--- src/spg_params.svh ---
`ifndef SPG_PARAMS_SVH
`define SPG_PARAMS_SVH

`define SPG_ADDR_DATE 8'h00
`define SPG_ADDR_TIME 8'h04
`define SPG_ADDR_MODE 8'h08
`define SPG_ADDR_PERIOD 8'h0C
`define SPG_ADDR_EDGE 8'h10
`define SPG_ADDR_TZONE 8'h14
`define SPG_ADDR_STATUS 8'h18
`define SPG_ADDR_NOW_DATE 8'h1C
`define SPG_ADDR_NOW_TIME 8'h20

`define SPG_YEAR_MIN 12'd1994
`define SPG_YEAR_MAX 12'd3000
`define SPG_PERIOD_MIN 25'h0000001
`define SPG_PERIOD_MAX 25'h1E13380
`define SPG_HOUR_MAX 5'd23
`define SPG_MIN_MAX 6'd59
`define SPG_TZ_HOUR_LIM 5'd12
`define SPG_TZ_MIN_LIM 6'd59
`define SPG_RST_DATE 32'h07CA0101
`define SPG_RST_TIME 32'h00000000
`define SPG_RST_PERIOD 25'h0000001

`define SPG_CLK_HZ 125000000
`define SPG_PULSE_WIDTH_US 1000
`define SPG_PULSE_CYC ((`SPG_PULSE_WIDTH_US * (`SPG_CLK_HZ / 1000000)))
`endif

--- src/spg_pkg.sv ---
package spg_pkg;
    typedef enum logic [1:0] {
        SPG_IDLE,
        SPG_ARMED,
        SPG_RUN,
        SPG_DONE
    } spg_state_t;

    // polarity readback codes, ascii-packed
    typedef enum logic [31:0] {
        SPG_RISING_CODE = 32'h00524953,
        SPG_FALL_CODE = 32'h46414C4C
    } spg_edge_code_t;
endpackage

--- src/spg_cfg_if.sv ---
`timescale 1ns/10ps
interface spg_cfg_if;
    logic [31:0] start_date;
    logic [31:0] start_time;
    logic rep_mode;
    logic [24:0] period;
    logic fall_edge;
    logic [4:0] tz_hour_mag;
    logic tz_hour_neg;
    logic [5:0] tz_min_mag;
    logic tz_min_neg;
    logic rearm;
    logic date_written;
    logic period_written;
    modport src (
        output start_date, start_time, rep_mode, period, fall_edge,
        output tz_hour_mag, tz_hour_neg, tz_min_mag, tz_min_neg,
        output rearm, date_written, period_written
    );
    modport dst (
        input start_date, start_time, rep_mode, period, fall_edge,
        input tz_hour_mag, tz_hour_neg, tz_min_mag, tz_min_neg,
        input rearm, date_written, period_written
    );
endinterface

--- src/spg_pulse_gen.sv ---
`timescale 1ns/10ps
`include "spg_params.svh"
module spg_pulse_gen
    import spg_pkg::*;
#(
    parameter int unsigned PULSE_CYC = `SPG_PULSE_CYC
)
(
    input wire logic aclk,
    input wire logic aresetn,
    input wire logic pps_in,
    input wire logic locked_in,
    input wire logic [31:0] utc_date_in,
    input wire logic [16:0] utc_sod_in,
    input wire logic awvalid,
    output logic awready,
    input wire logic [31:0] awaddr,
    input wire logic [2:0] awprot,
    input wire logic wvalid,
    output logic wready,
    input wire logic [31:0] wdata,
    input wire logic [3:0] wstrb,
    output logic bvalid,
    input wire logic bready,
    output logic [1:0] bresp,
    input wire logic arvalid,
    output logic arready,
    input wire logic [31:0] araddr,
    input wire logic [2:0] arprot,
    output logic rvalid,
    input wire logic rready,
    output logic [31:0] rdata,
    output logic [1:0] rresp,
    output logic pulse_out_q
);
    // ---------------------------------------------------------------
    // input synchronisers
    // ---------------------------------------------------------------
    logic pps_s1_q, pps_s2_q, pps_s3_q;
    logic lock_s1_q, lock_s2_q;
    always_ff @(posedge aclk) begin
        if (!aresetn) begin
            pps_s1_q <= 1'b0;
            pps_s2_q <= 1'b0;
            pps_s3_q <= 1'b0;
            lock_s1_q <= 1'b0;
            lock_s2_q <= 1'b0;
        end else begin
            pps_s1_q <= pps_in;
            pps_s2_q <= pps_s1_q;
            pps_s3_q <= pps_s2_q;
            lock_s1_q <= locked_in;
            lock_s2_q <= lock_s1_q;
        end
    end
    wire sec_tick = pps_s2_q && !pps_s3_q;

    // ---------------------------------------------------------------
    // register file
    // ---------------------------------------------------------------
    spg_cfg_if cfg ();
    logic [31:0] date_q, time_q;
    logic mode_q, edge_q;
    logic [24:0] period_q;
    logic [15:0] tz_q;
    logic aw_hold_q, w_hold_q;
    logic [7:0] aw_addr_q;
    logic [31:0] w_data_q;
    logic [3:0] w_strb_q;
    logic wr_ok, wr_go;

    function automatic logic [31:0] spg_merge(input logic [31:0] old,
            input logic [31:0] nw, input logic [3:0] st);
        logic [31:0] r;
        r = old;
        for (int i = 0; i < 4; i++) begin
            if (st[i]) begin
                r[i*8 +: 8] = nw[i*8 +: 8];
            end
        end
        return r;
    endfunction

    wire [31:0] wd = spg_merge(32'h00000000, w_data_q, 4'hF);
    wire [11:0] wd_year = wd[27:16];
    wire [24:0] wd_per = wd[24:0];
    assign wr_go = aw_hold_q && w_hold_q && !bvalid;

    always_comb begin
        wr_ok = 1'b1;
        if (aw_addr_q == `SPG_ADDR_DATE) begin
            wr_ok = wd_year >= `SPG_YEAR_MIN && wd_year <= `SPG_YEAR_MAX
                && wd[15:8] >= 8'h01 && wd[15:8] <= 8'h0C
                && wd[7:0] >= 8'h01 && wd[7:0] <= 8'h1F;
        end else if (aw_addr_q == `SPG_ADDR_TIME) begin
            wr_ok = wd[20:16] <= `SPG_HOUR_MAX && wd[13:8] <= `SPG_MIN_MAX
                && wd[5:0] <= `SPG_MIN_MAX;
        end else if (aw_addr_q == `SPG_ADDR_PERIOD) begin
            wr_ok = wd_per >= `SPG_PERIOD_MIN
                && wd_per <= `SPG_PERIOD_MAX;
        end else if (aw_addr_q == `SPG_ADDR_TZONE) begin
            wr_ok = wd[12:8] <= `SPG_TZ_HOUR_LIM
                && wd[5:0] <= `SPG_TZ_MIN_LIM;
        end else if (aw_addr_q == `SPG_ADDR_MODE
                || aw_addr_q == `SPG_ADDR_EDGE) begin
            wr_ok = 1'b1;
        end else begin
            wr_ok = 1'b0;
        end
    end

    always_ff @(posedge aclk) begin
        if (!aresetn) begin
            aw_hold_q <= 1'b0;
            w_hold_q <= 1'b0;
            aw_addr_q <= 8'h00;
            w_data_q <= 32'h00000000;
            w_strb_q <= 4'h0;
            bvalid <= 1'b0;
            bresp <= 2'h0;
        end else begin
            if (awvalid && awready) begin
                aw_hold_q <= 1'b1;
                aw_addr_q <= {awaddr[7:2], 2'b00};
            end
            if (wvalid && wready) begin
                w_hold_q <= 1'b1;
                w_data_q <= wdata;
                w_strb_q <= wstrb;
            end
            if (wr_go) begin
                aw_hold_q <= 1'b0;
                w_hold_q <= 1'b0;
                bvalid <= 1'b1;
                bresp <= wr_ok ? 2'h0 : 2'h2;
            end else if (bvalid && bready) begin
                bvalid <= 1'b0;
            end
        end
    end
    assign awready = !aw_hold_q && !bvalid;
    assign wready = !w_hold_q && !bvalid;

    // settings; preset on reset, held for as long as power stays
    wire do_wr = wr_go && wr_ok;
    always_ff @(posedge aclk) begin
        if (!aresetn) begin
            date_q <= `SPG_RST_DATE;
            time_q <= `SPG_RST_TIME;
            mode_q <= 1'b0;
            period_q <= `SPG_RST_PERIOD;
            edge_q <= 1'b0;
            tz_q <= 16'h0000;
        end else if (do_wr) begin
            if (aw_addr_q == `SPG_ADDR_DATE) begin
                date_q <= spg_merge(date_q, w_data_q, w_strb_q);
            end else if (aw_addr_q == `SPG_ADDR_TIME) begin
                time_q <= spg_merge(time_q, w_data_q, w_strb_q);
            end else if (aw_addr_q == `SPG_ADDR_MODE) begin
                mode_q <= w_data_q[0];
            end else if (aw_addr_q == `SPG_ADDR_PERIOD) begin
                period_q <= wd_per;
            end else if (aw_addr_q == `SPG_ADDR_EDGE) begin
                edge_q <= w_data_q[0];
            end else if (aw_addr_q == `SPG_ADDR_TZONE) begin
                tz_q <= w_data_q[15:0];
            end
        end
    end

    assign cfg.start_date = date_q;
    assign cfg.start_time = time_q;
    assign cfg.rep_mode = mode_q;
    assign cfg.period = period_q;
    assign cfg.fall_edge = edge_q;
    assign cfg.tz_hour_mag = tz_q[12:8];
    assign cfg.tz_hour_neg = tz_q[15];
    assign cfg.tz_min_mag = tz_q[5:0];
    assign cfg.tz_min_neg = tz_q[7];
    // tz write is not a pulse setting, so it does not re-arm
    assign cfg.rearm = do_wr && aw_addr_q != `SPG_ADDR_TZONE;
    assign cfg.date_written = do_wr && aw_addr_q == `SPG_ADDR_DATE;
    assign cfg.period_written = do_wr && aw_addr_q == `SPG_ADDR_PERIOD;

    // ---------------------------------------------------------------
    // local time base
    // ---------------------------------------------------------------
    logic [16:0] local_sod;
    logic [1:0] day_adj;
    spg_local_secs u_local (
        .aclk(aclk),
        .aresetn(aresetn),
        .utc_sod(utc_sod_in),
        .cfg(cfg),
        .local_sod_q(local_sod),
        .day_adj_q(day_adj)
    );
    // date ordinal good enough for ordering: y*2048 + m*128 + d*4
    function automatic logic [22:0] spg_day_key(input logic [31:0] d);
        return {d[27:16], d[11:8], d[4:0], 2'b00};
    endfunction
    wire [22:0] now_key_utc = spg_day_key(utc_date_in);
    // day roll moves key by one step; month/year edges approximated
    wire [22:0] now_key = (day_adj == 2'h1) ? now_key_utc + 23'h000004 :
        (day_adj == 2'h2) ? now_key_utc - 23'h000004 : now_key_utc;
    wire [22:0] start_key = spg_day_key(date_q);
    wire [16:0] start_sod = 17'(time_q[20:16]) * 17'd3600
        + 17'(time_q[13:8]) * 17'd60 + 17'(time_q[5:0]);
    // local_sod is the second just beginning at the tick
    wire start_hit = now_key == start_key && local_sod == start_sod;
    wire start_past = now_key > start_key
        || (now_key == start_key && local_sod > start_sod);

    // ---------------------------------------------------------------
    // scheduler
    // ---------------------------------------------------------------
    spg_state_t state_q;
    logic [24:0] sec_cnt_q;
    logic fire;
    logic [$clog2(PULSE_CYC+1)-1:0] width_q;
    logic stale_q;
    always_comb begin
        fire = 1'b0;
        if (sec_tick && lock_s2_q) begin
            if (state_q == SPG_ARMED && start_hit) begin
                fire = 1'b1;
            end else if (state_q == SPG_RUN && sec_cnt_q == 25'h0000001) begin
                fire = 1'b1;
            end
        end
    end
    always_ff @(posedge aclk) begin
        if (!aresetn) begin
            state_q <= SPG_IDLE;
            sec_cnt_q <= 25'h0000000;
            stale_q <= 1'b0;
        end else if (cfg.rearm) begin
            // interval edit after start has passed: wait for a new date
            if (cfg.period_written && start_past) begin
                stale_q <= 1'b1;
            end else if (cfg.date_written) begin
                stale_q <= 1'b0;
            end
            state_q <= (stale_q && !cfg.date_written) || (cfg.period_written
                && start_past) ? SPG_IDLE : SPG_ARMED;
            sec_cnt_q <= 25'h0000000;
        end else if (sec_tick) begin
            if (state_q == SPG_IDLE && !stale_q && lock_s2_q) begin
                state_q <= SPG_ARMED;
            end else if (state_q == SPG_ARMED && lock_s2_q && start_past) begin
                state_q <= SPG_DONE;
            end else if (fire) begin
                state_q <= mode_q ? SPG_RUN : SPG_DONE;
                sec_cnt_q <= period_q;
            end else if (state_q == SPG_RUN) begin
                sec_cnt_q <= sec_cnt_q - 25'h0000001;
            end
        end
    end
    // pulse shaping; fall_edge inverts so on-time edge is falling
    always_ff @(posedge aclk) begin
        if (!aresetn) begin
            width_q <= '0;
            pulse_out_q <= 1'b0;
        end else begin
            if (fire) begin
                width_q <= ($clog2(PULSE_CYC+1))'(PULSE_CYC);
            end else if (width_q != '0) begin
                width_q <= width_q - 1'b1;
            end
            pulse_out_q <= edge_q ^ (fire || width_q > 1);
        end
    end

    // ---------------------------------------------------------------
    // read channel
    // ---------------------------------------------------------------
    logic [31:0] rd_val;
    logic rd_ok;
    always_comb begin
        rd_ok = 1'b1;
        rd_val = 32'h00000000;
        if (araddr[7:0] == `SPG_ADDR_DATE) begin
            rd_val = date_q;
        end else if (araddr[7:0] == `SPG_ADDR_TIME) begin
            rd_val = time_q;
        end else if (araddr[7:0] == `SPG_ADDR_MODE) begin
            rd_val = {31'h00000000, mode_q};
        end else if (araddr[7:0] == `SPG_ADDR_PERIOD) begin
            rd_val = {7'h00, period_q};
        end else if (araddr[7:0] == `SPG_ADDR_EDGE) begin
            rd_val = edge_q ? SPG_FALL_CODE : SPG_RISING_CODE;
        end else if (araddr[7:0] == `SPG_ADDR_TZONE) begin
            rd_val = {16'h0000, tz_q};
        end else if (araddr[7:0] == `SPG_ADDR_STATUS) begin
            rd_val = {26'h0000000, stale_q, lock_s2_q, 2'h0, 2'(state_q)};
        end else if (araddr[7:0] == `SPG_ADDR_NOW_DATE) begin
            rd_val = utc_date_in;
        end else if (araddr[7:0] == `SPG_ADDR_NOW_TIME) begin
            rd_val = {15'h0000, local_sod};
        end else begin
            rd_ok = 1'b0;
        end
    end
    assign arready = !rvalid;
    always_ff @(posedge aclk) begin
        if (!aresetn) begin
            rvalid <= 1'b0;
            rdata <= 32'h00000000;
            rresp <= 2'h0;
        end else if (arvalid && arready) begin
            rvalid <= 1'b1;
            rdata <= rd_val;
            rresp <= rd_ok ? 2'h0 : 2'h2;
        end else if (rvalid && rready) begin
            rvalid <= 1'b0;
        end
    end

    // ---------------------------------------------------------------
    // checks
    // ---------------------------------------------------------------
    AST_SINGLE_DONE: assert property (@(posedge aclk) disable iff (!aresetn)
        fire && !mode_q && !cfg.rearm |=> state_q == SPG_DONE)
        else $error("single shot did not finish");
    AST_REARM: assert property (@(posedge aclk) disable iff (!aresetn)
        cfg.rearm && !cfg.period_written && !stale_q
        |=> state_q == SPG_ARMED)
        else $error("settings change did not re-arm");
    AST_STALE: assert property (@(posedge aclk) disable iff (!aresetn)
        stale_q && !cfg.date_written |-> !fire)
        else $error("pulse while stale");
    AST_PERIOD: assert property (@(posedge aclk) disable iff (!aresetn)
        fire && mode_q && !cfg.rearm |=> sec_cnt_q == $past(period_q))
        else $error("interval not loaded");
    AST_WIDTH: assert property (@(posedge aclk) disable iff (!aresetn)
        fire |=> (pulse_out_q != edge_q)[*2])
        else $error("pulse too short");
    AST_EDGE_CODE: assert property (@(posedge aclk) disable iff (!aresetn)
        arvalid && arready && araddr[7:0] == `SPG_ADDR_EDGE
        |=> rdata == ($past(edge_q) ? SPG_FALL_CODE : SPG_RISING_CODE))
        else $error("polarity code wrong");
    AST_NO_PAST: assert property (@(posedge aclk) disable iff (!aresetn)
        state_q == SPG_DONE && !cfg.rearm |=> !fire)
        else $error("pulse after done");
    AST_FIRST: assert property (@(posedge aclk) disable iff (!aresetn)
        fire && state_q == SPG_ARMED |-> start_hit)
        else $error("first pulse off start");
endmodule

--- src/spg_local_secs.sv ---
`timescale 1ns/10ps
`include "spg_params.svh"
// local seconds of day from utc seconds of day and the zone offset
module spg_local_secs
    import spg_pkg::*;
(
    input wire logic aclk,
    input wire logic aresetn,
    input wire logic [16:0] utc_sod,
    spg_cfg_if.dst cfg,
    output logic [16:0] local_sod_q,
    output logic [1:0] day_adj_q
);
    localparam logic signed [18:0] DAY_S = 19'sd86400;
    logic signed [18:0] off;
    logic signed [18:0] sum;
    logic signed [18:0] hr_s;
    logic signed [18:0] mn_s;
    // hour and minute parts carry their own signs
    always_comb begin
        hr_s = 19'(cfg.tz_hour_mag) * 19'sd3600;
        mn_s = 19'(cfg.tz_min_mag) * 19'sd60;
        if (cfg.tz_hour_neg) begin
            hr_s = -hr_s;
        end
        if (cfg.tz_min_neg) begin
            mn_s = -mn_s;
        end
        off = hr_s + mn_s;
        sum = 19'(utc_sod) + off;
    end
    // day_adj: 0 same day, 1 next day, 2 previous day
    always_ff @(posedge aclk) begin
        if (!aresetn) begin
            local_sod_q <= 17'h00000;
            day_adj_q <= 2'h0;
        end else if (sum < 0) begin
            local_sod_q <= 17'(sum + DAY_S);
            day_adj_q <= 2'h2;
        end else if (sum >= DAY_S) begin
            local_sod_q <= 17'(sum - DAY_S);
            day_adj_q <= 2'h1;
        end else begin
            local_sod_q <= 17'(sum);
            day_adj_q <= 2'h0;
        end
    end
endmodule

--- config.mk ---
export PLATFORM = sky130hd
export DESIGN_NAME = spg_pulse_gen
export DESIGN_NICKNAME = d
export VERILOG_FILES = /design/src/spg_pkg.sv /design/src/spg_cfg_if.sv /design/src/spg_pulse_gen.sv /design/src/spg_local_secs.sv
export VERILOG_INCLUDE_DIRS = /design/src
export SDC_FILE = /design/constraint.sdc
export NUM_CORES = 1
export LEC_CHECK = 0
export BUFFER_PORTS_ARGS = -buffer_cell sky130_fd_sc_hd__buf_2
export CORE_MARGIN = 2
export CORE_UTILIZATION = 55
export DETAILED_ROUTE_END_ITERATION = 16
export GPL_ROUTABILITY_DRIVEN = 0
export GPL_TIMING_DRIVEN = 0
export PLACE_DENSITY = 0.76
export SYNTH_ARGS = -nofsm -noshare
export SYNTH_HDL_FRONTEND = slang
export SYNTH_SLANG_ARGS = --single-unit
export TNS_END_PERCENT = 100
--- constraint.sdc ---
create_clock -name aclk -period 14.7 [get_ports aclk]
set_clock_uncertainty 0.15 [all_clocks]
set_input_delay 2.205 -clock aclk [delete_from_list [all_inputs] [get_ports aclk]]
set_output_delay 2.205 -clock aclk [all_outputs]
set_load 0.005 [all_outputs]
==> flow_summary.yaml <==
sta:
  period_needed_ns: 7.54
  drv_slew: 0
  timing.final.hold_violations: 0
  period_share_pct: 51.3
  worst_pin_slew_ns: 1.22
  fin_setup_tns_ns: 0
  slew_headroom_pct: 18.7
  rsz0062_at_grt: "false"
  max_freq_mhz: 133
  setup_viol: 0
route:
  drc: 0
  vias: 16428
  firstDrtPassIters: 10
  viasPerCell: 6.16
  drt-wirelength-per-cell_um: 20.4
  first_iter_violations: 2003
  antenna_left: 0
  wl_mm: 54.3
grt:
  grt.total_usage_pct: 32.2
  grt_pass1_vias: 15611
  gr-total-overflow: 0
  grt_pass1_wl_mm: 84.3
  antenna_found_initial: 2
  grt_start_max_net_pins: 15
worst_hold_path:
  hold_start: "pps_s1_q"
  min_path_type: "reg -> reg"
  min_to: "pps_s2_q"
  hold_depth: 1
layout:
  final_nets: 2601
  layout-drive-gt1-share_pct: 9.88
  areaGrowthSynthToFinish_pct: 13.1
  fillers: 2655
  final_cells: 2665
floorplanning:
  ios: 206
  std_cell_rows: 64
  initial_utilization_pct: 55.9
  die_area_um2: 32500
  dieHeight_um: 180
  die_w_um: 180
  coreArea_um2: 30600
critical_path:
  cp.required_ns: 15.00
  crit_path_max_incr_delay_ns: 0.63
  reg2reg_to: "u_local.local_sod_q[10]"
  r2r-start: "tz_q[0]"
  startpoint_type: "register"
  cp_slowest_cell: "dfxtp_1"
  crit_top_cell: "fa_1"
  cp_max_fo: 9
  r2r_cells: 24
  rrSetupSlack_ns: 7.16
  crit_type: "reg -> reg"
  crit_chain: "fa_1, fa_1, inv_1, fa_1, xor2_1, nand2_1, or4_1, or3_1, o21ai_0, xnor2_1, fa_1, inv_1, ha_1, clkbuf_1, a21o_1, mux2i_1, o311ai_0, nor4bb_1, a211oi_2, o211ai_1, o211ai_1, mux2i_1, xnor2_1, and2_1"
  worstPathArrival_ns: 7.84
  cp-end-kind: "register"
clock_tree:
  cts_buffers: 28
  cts_tree: "yes"
  clock-root-buffer: "clkbuf_16"
  ctsResizeCount: 0
  clk_pin_slew_worst_paths_ns: 0.06
  cts_setup_buffers: 0
  htreeDepth: 1
  clock_sinks: 257
  clkLatencyLatePin_ns: 0.55
  clockBufferDepth: 3
  ctsHoldBuffers: 0
placed_design:
  dpl.hpwl_mm: 42.1
  portBuffers: 137
  dp_cells: 2612
synthesis:
  synth_edf_count: 0
  yosys.area.top_type: "dfxtp_1"
  netlist.area_leader.share_pct: 30.1
  synth.area.top_cells: "dfxtp_1 30%, ha_1 11%, fa_1 4.8%"
  yosysWarnings: 0
  ys_seq_area_share_pct: 30.1
  yosys_register_bits: 257
  mappedNetlistArea_um2: 17100
  syn_inst: 2078
  synthTopCellsByCount: "257 x dfxtp_1, 202 x nand2_1, 201 x nor2_1"
  synth.avg_cell_area_um2: 8.23
  synthDistinctLibCells: 87
  synthArstFlopShare_pct: 0
  ys.flop_type: "dfxtp_1"
  yosysMostFrequentCell: "dfxtp_1"
power:
  vdd_drop_max_mv: 0.0822
  leakage_nw: 8.55
  p_per_area_nw_per_um2: 96.6
outcome:
  status: "finished, final reports clean"
job:
  drv_cap: 0
-- routing by layer --
layer  share of wire (%)  vias up  GRT usage [%]
li1                    -     7677              -
met3                  11      152           6.47
met5                   0        -              0
met2                  44      888           51.0
met1                  41     7711           42.9
met4                 4.5        0           13.2
-- flip-flops by register name, summed over array words and instances (netlist names), 2 cells and up --
register,flops
aw_addr_q,6
cfg.period,25
cfg.start_date,32
cfg.start_time,32
rdata,32
sec_cnt_q,25
state_q,2
tz_q,16
u_local.day_adj_q,2
u_local.local_sod_q,17
w_data_q,32
w_strb_q,4
width_q,17
-- area by class of cell --
type / count / area, µm² / area share (%)
multi-input combinational: 1561 / 11000 / 56.7
sequential: 257 / 5140 / 26.6
antenna: 2 / 5.00 / 0.0259
clock buffer: 33 / 771 / 3.98
buffer: 104 / 414 / 2.14
clock inverter: 18 / 278 / 1.44
tap: 396 / 495 / 2.56
timing repair buffer: 137 / 686 / 3.54
inverter: 157 / 589 / 3.05
-- per-stage QoR --
stage	cell area (µm²)	worst slack (ns)	total power, mW	utilization [%]	hold slack [ns]
detailed placement	18300	7.29	1.08	59.8	0.279
finish	19300	7.16	1.87	63.3	0.292
global route	19300	6.75	1.93	63.3	0.313
floorplan	17100	8.11	0.980	-	0.262
global placement	18300	7.44	1.07	59.8	0.268
CTS	19300	7.28	1.86	63.2	0.297
-- critical path: cells and delay by family (launching register included) --
family	cells	cell delay (ns)
fa+ha+maj	5	2.24
compound gates	6	1.63
simple gates	5	1.51
flops	1	0.63
xor+xnor	3	0.46
mux	2	0.45
buf+inv	3	0.38
-- report_power, final --
group	switching, mW	leakage [nW]	internal, mW
Combinational	0.175	5.95	0.118
Sequential	0.0423	2.09	0.736
Clock	0.301	0.516	0.497
Total	0.517	8.55	1.35
-- layout by cell type, fill, tap and decap left out, drive strengths merged, types with 7 or more instances in the layout --
master,netlist,routed
a211oi,49,49
a21o,21,21
a21oi,133,133
a221oi,13,13
a222oi,21,21
a22oi,13,13
a31oi,17,17
and2,24,24
and3,21,21
buf,21,158
bufinv,0,7
clkbuf,83,116
clkinv,1,8
dfxtp,257,257
fa,41,41
ha,150,150
inv,156,158
mux2i,63,63
nand2,202,202
nand2b,22,22
nand3,72,72
nand4,22,22
nor2,201,201
nor2b,17,17
nor3,38,38
nor3b,7,7
nor4,23,23
o211ai,26,26
o21a,11,11
o21ai,107,107
o21bai,11,11
o31ai,19,19
or3,11,11
or4,7,7
xnor2,73,73
xor2,43,43
-- worst max-delay path by stage --
| stage | from | end | cells past startpoint |
|---|---|---|---|
| 3_3_place_gp | tz_q[0] | u_local.local_sod_q[10] | 24 |
| 3_5_place_dp | tz_q[0] | u_local.local_sod_q[10] | 24 |
| 6_report | tz_q[0] | u_local.local_sod_q[10] | 24 |
| 5_1_grt | cfg.start_time[8] | sec_cnt_q[21] | 26 |
| 4_1_cts | tz_q[0] | u_local.local_sod_q[10] | 24 |
| 2_1_floorplan | tz_q[0] | u_local.local_sod_q[11] | 23 |
-- cells by family after synthesis --
kind of cell,count (synthesis),synth area share (%)
compound gates,491,19.1
xor+xnor,117,6.07
fa+ha+maj,191,15.8
buf+inv,261,5.86
flops,257,30.1
mux,67,3.95
other cells,1,0.0219
simple gates,693,19.1
Note: power is estimated with default switching activity, not from simulation.
